==> src/rsl_pkg.sv <==
package rsl_pkg;

  // register bus geometry: one byte of data per 32-bit word
  localparam int ADR_W = 10;
  localparam int DAT_W = 32;
  localparam int IDX_W = 8;
  localparam int PC_W  = 13;

  // program counter targets
  localparam logic [PC_W-1:0] PC_RESET  = 13'h000;
  localparam logic [PC_W-1:0] PC_VECTOR = 13'h004;
  localparam logic [PC_W-1:0] PC_STEP   = 13'h001;

  // core_status field positions
  localparam int ST_IRP = 7;
  localparam int ST_RP1 = 6;
  localparam int ST_RP0 = 5;
  localparam int ST_TO  = 4;
  localparam int ST_PD  = 3;
  localparam logic [7:0] ST_SW_MASK = 8'he7;

  // power_control_status field positions
  localparam int PW_POR = 1;
  localparam int PW_BOR = 0;

  // global_irq_enable inside irq_control
  localparam int IRQ_GIE = 7;

  // register indices; byte address is four times the index
  localparam logic [IDX_W-1:0] IDX_STATUS = 8'h03;
  localparam logic [IDX_W-1:0] IDX_POWER_CONTROL_STATUS   = 8'h8e;
  localparam logic [IDX_W-1:0] IDX_CAUSE  = 8'h30;

  localparam int NSLOT   = 33;
  localparam int S_STAT  = 0;
  localparam int S_POWER_CONTROL_STATUS  = 1;
  localparam int S_FIRST_PORT_PINS = 7;
  localparam int S_IRQC  = 9;
  localparam int S_PIR   = 10;
  localparam int S_FIRST_PORT_DIRECTION = 19;
  localparam int S_PR2   = 25;
  localparam int S_UIR   = 26;

  // slot order: status, power_control_status, w, timer0_count, fsr, result, capture value, first_port_pins,
  // pc_high_latch, irq_control, pir, pie, timer2_count, timer2_control, txdata, rxdata, adctl,
  // ccpctl, option, first_port_direction..trisd, fifth_port_direction, transmit_control_status, pr2, usb irq/ie/err/erre,
  // usb software state, usb address, usb endpoint control
  localparam logic [IDX_W-1:0] SLOT_IDX [NSLOT] = '{
    8'h03, 8'h8e, 8'h10, 8'h11, 8'h12, 8'h13, 8'h14, 8'h15, 8'h16, 8'h17, 8'h18,
    8'h19, 8'h1a, 8'h1b, 8'h1c, 8'h1d, 8'h1e, 8'h1f, 8'h20, 8'h21, 8'h22, 8'h23,
    8'h24, 8'h25, 8'h26, 8'h27, 8'h28, 8'h29, 8'h2a, 8'h2b, 8'h2c, 8'h2d, 8'h2e};
  // value loaded on a reset where the bit is not kept
  localparam logic [7:0] SLOT_RST [NSLOT] = '{
    8'h00, 8'h00, 8'h00, 8'h00, 8'h00, 8'h00, 8'h00, 8'h00, 8'h00, 8'h00, 8'h00,
    8'h00, 8'h00, 8'h00, 8'h00, 8'h00, 8'h00, 8'h00, 8'hff, 8'h3f, 8'hff, 8'h1f,
    8'hff, 8'h07, 8'h02, 8'hff, 8'h00, 8'h00, 8'h00, 8'h00, 8'h00, 8'h00, 8'h00};
  // bits held (or left undefined) on power-on, brown-out, pin and watchdog resets
  localparam logic [7:0] SLOT_KEEP_HARD [NSLOT] = '{
    8'hff, 8'hff, 8'hff, 8'hff, 8'hff, 8'hff, 8'hff, 8'h10, 8'h00, 8'h01, 8'h00,
    8'h00, 8'h00, 8'h00, 8'h00, 8'h00, 8'h00, 8'h00, 8'h00, 8'h00, 8'h00, 8'h00,
    8'h00, 8'h00, 8'h00, 8'h00, 8'h00, 8'h00, 8'h00, 8'h00, 8'h00, 8'h00, 8'h00};
  // bits held on a wake-up
  localparam logic [7:0] SLOT_KEEP_WAKE [NSLOT] = '{
    8'hff, 8'hff, 8'hff, 8'hff, 8'hff, 8'hff, 8'hff, 8'hff, 8'hff, 8'hff, 8'hff,
    8'hff, 8'hff, 8'hff, 8'hff, 8'hff, 8'hff, 8'hff, 8'hff, 8'hff, 8'hff, 8'hff,
    8'hff, 8'hff, 8'hff, 8'h00, 8'h00, 8'h00, 8'h00, 8'h00, 8'h00, 8'h00, 8'h00};
  // implemented bits; the rest store nothing and read zero
  localparam logic [7:0] SLOT_IMPL [NSLOT] = '{
    8'hff, 8'h03, 8'hff, 8'hff, 8'hff, 8'hff, 8'hff, 8'h3f, 8'h1f, 8'hff, 8'hff,
    8'hff, 8'hff, 8'h7f, 8'hff, 8'hff, 8'hfd, 8'hff, 8'hff, 8'h3f, 8'hff, 8'h1f,
    8'hff, 8'hf7, 8'hf7, 8'hff, 8'h3f, 8'h3f, 8'hff, 8'hff, 8'hff, 8'h7f, 8'h0f};

  // reset and wake kinds, most severe first after none
  typedef enum logic [2:0] {
    RK_NONE,
    RK_POR,
    RK_BOR,
    RK_MASTER_CLEAR_PIN_RUN,
    RK_MASTER_CLEAR_PIN_SLEEP,
    RK_WDT_RST,
    RK_WDT_WAKE,
    RK_INT_WAKE
  } rsl_kind_t;

endpackage

==> src/rsl_cause_prio.sv <==
`timescale 1ns/1ns
module rsl_cause_prio (
  input  wire logic              por_evt,
  input  wire logic              bor_evt,
  input  wire logic              master_clear_pin_evt,
  input  wire logic              wdt_evt,
  input  wire logic              int_wake_evt,
  input  wire logic              sleeping,
  output rsl_pkg::rsl_kind_t     kind
);
  import rsl_pkg::*;

  // severity order; a watchdog event while asleep is a wake, not a reset
  always_comb begin
    if (por_evt) begin
      kind = RK_POR;
    end else if (bor_evt) begin
      kind = RK_BOR;
    end else if (master_clear_pin_evt) begin
      kind = sleeping ? RK_MASTER_CLEAR_PIN_SLEEP : RK_MASTER_CLEAR_PIN_RUN;
    end else if (wdt_evt) begin
      kind = sleeping ? RK_WDT_WAKE : RK_WDT_RST;
    end else if (int_wake_evt && sleeping) begin
      kind = RK_INT_WAKE;
    end else begin
      kind = RK_NONE;
    end
  end

endmodule

==> src/rsl_wb_slave.sv <==
`timescale 1ns/1ns
module rsl_wb_slave (
  input  wire logic                        clk,
  input  wire logic                        rst,
  input  wire logic                        cyc_i,
  input  wire logic                        stb_i,
  input  wire logic                        we_i,
  input  wire logic [rsl_pkg::ADR_W-1:0]   adr_i,
  input  wire logic [3:0]                  sel_i,
  input  wire logic [rsl_pkg::DAT_W-1:0]   dat_i,
  output logic      [rsl_pkg::DAT_W-1:0]   dat_o,
  output logic                             ack_o,
  input  wire logic [7:0]                  rd_byte,
  output logic      [rsl_pkg::IDX_W-1:0]   reg_idx,
  output logic                             wr_stb,
  output logic      [7:0]                  wr_byte
);
  import rsl_pkg::*;

  typedef struct packed {
    logic             ack;
    logic [DAT_W-1:0] dat;
  } rsl_wb_state_t;

  rsl_wb_state_t s;
  rsl_wb_state_t next_s;
  logic          req;

  // word index; the two low address bits are ignored, and sel_i[0] alone gates a write
  assign reg_idx = adr_i[ADR_W-1:2];
  assign req     = cyc_i && stb_i;
  assign wr_byte = dat_i[7:0];
  // write lands on the edge where the master sees ack
  assign wr_stb  = s.ack && req && we_i && sel_i[0];
  assign ack_o   = s.ack;
  assign dat_o   = s.dat;

  // one wait state, then ack for a single cycle
  always_comb begin
    next_s     = s;
    next_s.ack = req && !s.ack;
    if (req && !s.ack) begin
      next_s.dat = {24'h000000, rd_byte};
    end
  end

  always_ff @(posedge clk or posedge rst) begin
    if (rst) begin
      s <= '0;
    end else begin
      s <= next_s;
    end
  end

endmodule

==> src/rsl_reset_loader.sv <==
`timescale 1ns/1ns
// Functional notes
// RL1: power-on: PC zero, status 0001 1xxx
// RL2: pin reset running: PC zero, clear bank bits
// RL3: pin reset asleep: expiry set, sleep clear
// RL4: watchdog reset: expiry clear, sleep set
// RL5: watchdog wake: PC+1, both flags clear
// RL6: brown-out: PC zero, brownout flag cleared
// RL7: interrupt wake: PC+1, expiry set, sleep clear
// RL8: interrupt wake with global enable: vector 0004h
// RL9: wake keeps irq registers, adds wake flags
// RL10: unimplemented bits always read zero
// RL11: status bit layout with bank and flags
// RL12: power flags held on other resets
// RL13: option and first four port directions ones, wake keeps
// RL14: timer2 period forced ones on every event
// RL15: usb registers cleared on every event
// RL16: irq registers cleared, port-change flag held
// RL17: pc high latch cleared, wake keeps
// RL18: timer2, serial, control registers cleared
// RL19: transmit status loads 0000 -010
// RL20: fifth port direction loads 0000 -111
// RL21: first port pins cleared except bit 4
// RL22: data registers held on every reset
// RL23: poweron flag cleared only by power-on
// RL24: power-on always sets both status flags
// RL25: software writes power flags directly
// RL26: most severe simultaneous cause wins
module rsl_reset_loader #(
  parameter int PC_WIDTH = rsl_pkg::PC_W
) (
  input  wire logic                        clk,
  input  wire logic                        rst,
  input  wire logic                        cyc_i,
  input  wire logic                        stb_i,
  input  wire logic                        we_i,
  input  wire logic [rsl_pkg::ADR_W-1:0]   adr_i,
  input  wire logic [3:0]                  sel_i,
  input  wire logic [rsl_pkg::DAT_W-1:0]   dat_i,
  output logic      [rsl_pkg::DAT_W-1:0]   dat_o,
  output logic                             ack_o,
  input  wire logic                        por_evt,
  input  wire logic                        bor_evt,
  input  wire logic                        master_clear_pin_evt,
  input  wire logic                        wdt_evt,
  input  wire logic                        int_wake_evt,
  input  wire logic                        sleeping,
  input  wire logic [7:0]                  irq_wake_set,
  input  wire logic [7:0]                  pir_wake_set,
  input  wire logic [PC_WIDTH-1:0]         pc_now,
  output logic                             pc_load,
  output logic      [PC_WIDTH-1:0]         pc_value,
  output logic      [7:0]                  core_status,
  output rsl_pkg::rsl_kind_t               last_kind
);
  import rsl_pkg::*;

  typedef struct packed {
    logic [NSLOT-1:0][7:0] regs;
    logic [PC_WIDTH-1:0]   pc;
    logic                  pc_load;
    rsl_kind_t             last;
  } rsl_state_t;

  rsl_state_t          s;
  rsl_state_t          next_s;
  rsl_kind_t           kind;
  logic [IDX_W-1:0]    reg_idx;
  logic                wr_stb;
  logic [7:0]          wr_byte;
  logic [7:0]          rd_byte;
  logic                hit;
  int                  slot;
  logic                is_wake;
  logic                global_irq_enable;

  // severity encoder for simultaneous causes
  rsl_cause_prio u_prio (
    .por_evt      (por_evt),
    .bor_evt      (bor_evt),
    .master_clear_pin_evt     (master_clear_pin_evt),
    .wdt_evt      (wdt_evt),
    .int_wake_evt (int_wake_evt),
    .sleeping     (sleeping),
    .kind         (kind)
  ); // RL26

  // register bus front end
  rsl_wb_slave u_bus (
    .clk     (clk),
    .rst     (rst),
    .cyc_i   (cyc_i),
    .stb_i   (stb_i),
    .we_i    (we_i),
    .adr_i   (adr_i),
    .sel_i   (sel_i),
    .dat_i   (dat_i),
    .dat_o   (dat_o),
    .ack_o   (ack_o),
    .rd_byte (rd_byte),
    .reg_idx (reg_idx),
    .wr_stb  (wr_stb),
    .wr_byte (wr_byte)
  );

  // index to slot; linear search keeps the map in one table
  always_comb begin
    hit  = 1'b0;
    slot = 0;
    for (int i = 0; i < NSLOT; i++) begin
      if (SLOT_IDX[i] == reg_idx) begin
        hit  = 1'b1;
        slot = i;
      end
    end
  end

  // read mux; unmapped indices other than the cause index answer zero rather than hang the bus
  always_comb begin
    if (hit) begin
      rd_byte = s.regs[slot] & SLOT_IMPL[slot]; // RL10
    end else if (reg_idx == IDX_CAUSE) begin
      rd_byte = {5'h00, s.last};
    end else begin
      rd_byte = 8'h00;
    end
  end

  assign is_wake = (kind == RK_WDT_WAKE) || (kind == RK_INT_WAKE);
  // vector choice follows the live enable bit in irq_control
  assign global_irq_enable     = s.regs[S_IRQC][IRQ_GIE];

  // next-state: software write first, then any reset load on top of it
  always_comb begin
    next_s         = s;
    next_s.pc_load = 1'b0;

    // status flags are hardware owned; software reaches bank and arithmetic bits
    if (wr_stb && hit) begin
      if (slot == S_STAT) begin
        next_s.regs[S_STAT] = (s.regs[S_STAT] & ~ST_SW_MASK)
                            | (wr_byte & ST_SW_MASK); // RL11
      end else begin
        next_s.regs[slot] = wr_byte & SLOT_IMPL[slot]; // RL25 RL10
      end
    end

    if (kind != RK_NONE) begin
      next_s.last    = kind;
      next_s.pc_load = 1'b1;

      // table-driven load: held bits kept, others take the reset value
      for (int i = 0; i < NSLOT; i++) begin
        if (is_wake) begin
          next_s.regs[i] = ((next_s.regs[i] & SLOT_KEEP_WAKE[i])
                         | (SLOT_RST[i] & ~SLOT_KEEP_WAKE[i]))
                         & SLOT_IMPL[i]; // RL9 RL14 RL15 RL13
        end else begin
          next_s.regs[i] = ((next_s.regs[i] & SLOT_KEEP_HARD[i])
                         | (SLOT_RST[i] & ~SLOT_KEEP_HARD[i]))
                         & SLOT_IMPL[i]; // RL13 RL16 RL17 RL18 RL19 RL20 RL21 RL22
        end
      end

      // the waking event's own flags survive; set beats a same-cycle clear
      if (kind == RK_INT_WAKE) begin
        next_s.regs[S_IRQC] = next_s.regs[S_IRQC] | irq_wake_set; // RL9
        next_s.regs[S_PIR]  = next_s.regs[S_PIR] | pir_wake_set; // RL9
      end

      // program counter target
      if (is_wake) begin
        if (kind == RK_INT_WAKE && global_irq_enable) begin
          next_s.pc = PC_WIDTH'(PC_VECTOR); // RL8
        end else begin
          // wraps at the top of program space, as the core's own counter does
          next_s.pc = PC_WIDTH'(pc_now + PC_WIDTH'(PC_STEP)); // RL5 RL7
        end
      end else begin
        next_s.pc = PC_WIDTH'(PC_RESET); // RL1 RL2 RL3 RL4 RL6
      end

      // bank bits clear on every non-wake reset
      if (!is_wake) begin
        next_s.regs[S_STAT][ST_IRP] = 1'b0; // RL2
        next_s.regs[S_STAT][ST_RP1] = 1'b0;
        next_s.regs[S_STAT][ST_RP0] = 1'b0;
      end

      // cause flags; arithmetic bits are never touched here
      case (kind)
        RK_POR: begin
          next_s.regs[S_STAT][ST_TO]  = 1'b1; // RL1 RL24
          next_s.regs[S_STAT][ST_PD]  = 1'b1;
          next_s.regs[S_POWER_CONTROL_STATUS][PW_POR] = 1'b0; // RL23
        end
        RK_BOR: begin
          next_s.regs[S_POWER_CONTROL_STATUS][PW_BOR] = 1'b0; // RL6
        end
        RK_MASTER_CLEAR_PIN_SLEEP: begin
          next_s.regs[S_STAT][ST_TO] = 1'b1; // RL3
          next_s.regs[S_STAT][ST_PD] = 1'b0;
        end
        RK_WDT_RST: begin
          next_s.regs[S_STAT][ST_TO] = 1'b0; // RL4
          next_s.regs[S_STAT][ST_PD] = 1'b1;
        end
        RK_WDT_WAKE: begin
          next_s.regs[S_STAT][ST_TO] = 1'b0; // RL5
          next_s.regs[S_STAT][ST_PD] = 1'b0;
        end
        RK_INT_WAKE: begin
          next_s.regs[S_STAT][ST_TO] = 1'b1; // RL7
          next_s.regs[S_STAT][ST_PD] = 1'b0;
        end
        default: begin
          // pin reset while running leaves both flags as they were
          next_s.regs[S_STAT] = next_s.regs[S_STAT]; // RL2 RL12
        end
      endcase
    end
  end

  // async reset clears the whole state to zero; the power-on load itself needs por_evt
  always_ff @(posedge clk or posedge rst) begin
    if (rst) begin
      s <= '0;
    end else begin
      s <= next_s;
    end
  end

  assign pc_load     = s.pc_load;
  assign pc_value    = s.pc;
  assign core_status = s.regs[S_STAT];
  assign last_kind   = s.last;

  logic hard_kind;
  assign hard_kind = (kind != RK_NONE) && !is_wake;
endmodule

==> config.mk <==
export PLATFORM = sky130hd
export DESIGN_NAME = rsl_reset_loader
export DESIGN_NICKNAME = d
export VERILOG_FILES = /design/src/rsl_pkg.sv /design/src/rsl_cause_prio.sv /design/src/rsl_wb_slave.sv /design/src/rsl_reset_loader.sv
export SDC_FILE = /design/constraint.sdc
export NUM_CORES = 1
export LEC_CHECK = 0
export ABC_AREA = 1
export BUFFER_PORTS_ARGS = -buffer_cell sky130_fd_sc_hd__buf_2
export CORE_MARGIN = 5
export CORE_UTILIZATION = 35
export CTS_CLUSTER_SIZE = 20
export DETAILED_ROUTE_END_ITERATION = 10
export HOLD_SLACK_MARGIN = 0.03
export PLACE_DENSITY_LB_ADDON = 0.3
export SLEW_MARGIN = 10
export SYNTH_ARGS = -nofsm -noshare
export SYNTH_HDL_FRONTEND = slang
export SYNTH_SLANG_ARGS = --single-unit
==> constraint.sdc <==
create_clock -name clk -period 8.69 [get_ports clk]
set_input_delay 0.4345 -clock clk [delete_from_list [all_inputs] [get_ports clk]]
set_output_delay 0.4345 -clock clk [all_outputs]
set_load 0.005 [all_outputs]
==> impl_metrics.csv <==
group,metric,value,unit
outcome,status,"finished, final reports clean",
placement,postPlaceCellArea,15400,um2
power,ir_drop,107,uV
grt,met3_usage,3.81,%
finish,insertedDiodeCount,0,
clock_network,cts_tree,"done",
grt,grt_max_degree,173,
setup_path,path_common_cell,"nand2_1",
setup_path,path_buf_inv,4,
placement,gp_congestion,0.860,
logic_synthesis,synth_top_area_share,49.2,%
logic_synthesis,synth_xor_area_share,0.358,%
power,p_leak,0.00762,uW
logic_synthesis,syn-cell-area,14700,um2
die,start_util,35.2,%
die,dieArea,46200,um2
die,core,41800,um2
setup_path,crit_chain,"buf_2 -> inv_1 -> nand2_1 -> nor2_2 -> inv_1 -> nor2_1 -> nor2_1 -> nand4_1 -> nand2_1 -> nand3_1 -> nor2_1 -> nand3_1 -> nand2_1 -> nand2_1 -> buf_4 -> nor3_4 -> nor2_4 -> nand2_1 -> nor2_1 -> o21ai_0 -> a21oi_1",
grt,antenna_found_initial,2,
finish,final_cell_mix,"313 x nand2_1, 289 x dfrtp_1, 226 x o21ai_0",
clock_network,cts_buffer_depth,3,
power,power.density,184,nW/um2
routing,dr.pass1.iters,5,
routing,vias,13100,
setup_path,r2r_slack,5.92,ns
logic_synthesis,yosysSeqAreaShare,49.2,%
die,die_y,215,um
placement,dpl.hpwl,31900,um
finish,final_core_util,39.4,%
sta,hold_ws,0.0564,ns
die,dieWidth,215,um
setup_path,start_kind,"input port",
routing,drtIter0Drc,1186,
routing,ant_nets,0,
sta,hold_viol_final,0,
placement,port_buffers,90,
finish,nNetsFinal,1980,
die,ios,144,
routing,routed_wl,48000,um
grt,grt.overflow.total,0,
setup_path,endpoint_kind,"flip-flop",
run,drv_cap,0,
sta,tightest_slew,1.24,ns
setup_path,slowest_stage,"nor2_1",
sta,period_share,58.1,%
grt,grt.total_usage,20.3,%
sta,rsz0062_at_grt,"no",
setup_path,worstPathArrival,5.48,ns
sta,finalSetupViolCount,0,
logic_synthesis,synth_top_cell_by_area,"dfrtp_1",
finish,final_area,16400,um2
logic_synthesis,async_reset_ff_share,100,%
clock_network,cts.reportedPaths.clkPinSlew,0.06,ns
logic_synthesis,yosysWarnings,0,
logic_synthesis,syn_inst,1857,
setup_path,cpPeakStageDelay,0.71,ns
clock_network,post_cts_buffers,0,
logic_synthesis,synthMuxAreaShare,0,%
finish,area_growth,11.9,%
routing,avgRoutedWirePerCell,19.5,um
clock_network,cts-root-buf,"clkbuf_16",
die,row_count,75,
clock_network,clkLatencyLatePin,0.52,ns
routing,vias_per_cell,5.34,
min_path,hold_path_class,"in2async",
setup_path,r2r-start,"u_bus.ack_o",
setup_path,crit_path_max_fanout,19,
clock_network,ctsResizeCount,0,
logic_synthesis,postSynthAreaPerCell,7.91,um2
grt,grt.busiest_layer,"met2",
sta,period_minus_slack,5.05,ns
sta,slew_headroom,17.4,%
finish,mostFrequentLayoutCell,"nand2_1",
clock_network,cts.sinks,289,
grt,met2_usage,31.7,%
sta,fin_skew,0.0216,ns
setup_path,critPathRequiredTime,9.12,ns
logic_synthesis,synth_edf_count,0,
logic_synthesis,synth_cell_types,50,
clock_network,ctsHoldBuffers,0,
logic_synthesis,yosys.area_share.simple,22.2,%
setup_path,cp-startpoint,"adr_i[8]",
logic_synthesis,synth_ff_type,"dfrtp_1",
finish,drive_above_1_share,12.8,%
grt,met1_usage,28.3,%
logic_synthesis,synth_top_family_by_area,"simple AND/OR/NAND/NOR gates",
setup_path,critical_path_class,"in2reg",
logic_synthesis,synth_compound_area_share,18.2,%
clock_network,cts_buffers,34,
logic_synthesis,synthTopCellsByArea,"dfrtp_1 49%, nand2_1 8.0%, o21ai_0 7.7%, a21oi_1 5.4%, nor2_1 4.8%",
sta,fin_tns_setup,0,ns
sta,finalMaxSlewViolations,0,
grt,grt_pass1_wl,74800,um
setup_path,path_delay_family,"simple AND/OR/NAND/NOR gates",
grt,grt_pass1_vias,12700,
clock_network,htree_num_levels,2,
routing,drc_errors,0,
logic_synthesis,synthAdderAreaFrac,0.0851,%
logic_synthesis,ys_ff_latch,289,
sta,timing.fmax,198,MHz
-- path summary, 6_finish.rpt --
check,cells past startpoint,end
max in group asynchronous,3,s[139]
min in group clk,3,s[95]
max,21,s[205]
min,2,pc_value[4]
min reg2reg,2,s[51]
max reg2reg,8,s[205]
-- synth_stat cells (12+ instances only) --
master    count
a21oi_1     160
buf_2        24
buf_4        50
clkbuf_1     51
dfrtp_1     289
inv_1       167
inv_2        18
nand2_1     313
nand3_1     102
nand3b_1     20
nand4_1      15
nor2_1      186
nor2_2       22
nor3_1       24
o211ai_1     12
o21ai_0     226
o21ai_1      37
o22ai_1      50
-- cells by family (layout without fill, tap and decap cells) --
| group | after synthesis | in the layout |
|---|---|---|
| xor gates and xnor gates | 6 | 6 |
| DFF | 289 | 289 |
| buffers and inverters | 326 | 362 |
| and+or+nand+nor | 730 | 730 |
| adders and majority gates | 1 | 1 |
| AOI/OAI and AO/OA | 504 | 504 |
| other | 1 | 24 |
-- flip-flops by register name (all words and copies together), names as in the netlist --
signal and count:
pc_load 1, u_bus.ack_o 1, u_bus.dat_o 8, last_kind 3
core_status 8, pc_value 13, global_irq_enable 1, s 254
-- per-stage QoR --
stage / setup WS [ns] / total power, uW / std cells
floorplan: 0.278 / 1560 / 1880
global placement: 3.25 / 1660 / 2396
detailed placement: 3.16 / 1660 / 2396
CTS: 3.67 / 3040 / 2455
global route: 3.05 / 3120 / 2455
finish: 3.64 / 3020 / 2455
-- routing by layer --
layer  part of all wire [%]  wire, um
met1                     44     21300
met2                     45     21500
met3                    7.0      3380
met4                    3.8      1810
met5                  0.044        21
-- power breakdown --
group	switching [uW]	internal, uW
clock	577	806
sequential	6.52	1360
combinational	207	66.6
-- final cells by class --
| cell class | instances | area (um2) |
|---|---|---|
| Tap cell | 539 | 674 |
| Inverter | 189 | 719 |
| Clock buffer | 49 | 1010 |
| Fill cell | 4259 | 25300 |
| Clock inverter | 10 | 56.3 |
| Sequential cell | 289 | 7230 |
| Timing Repair Buffer | 114 | 643 |
| Multi-Input combinational cell | 1265 | 6110 |
Power figures use the tool's default switching activity.
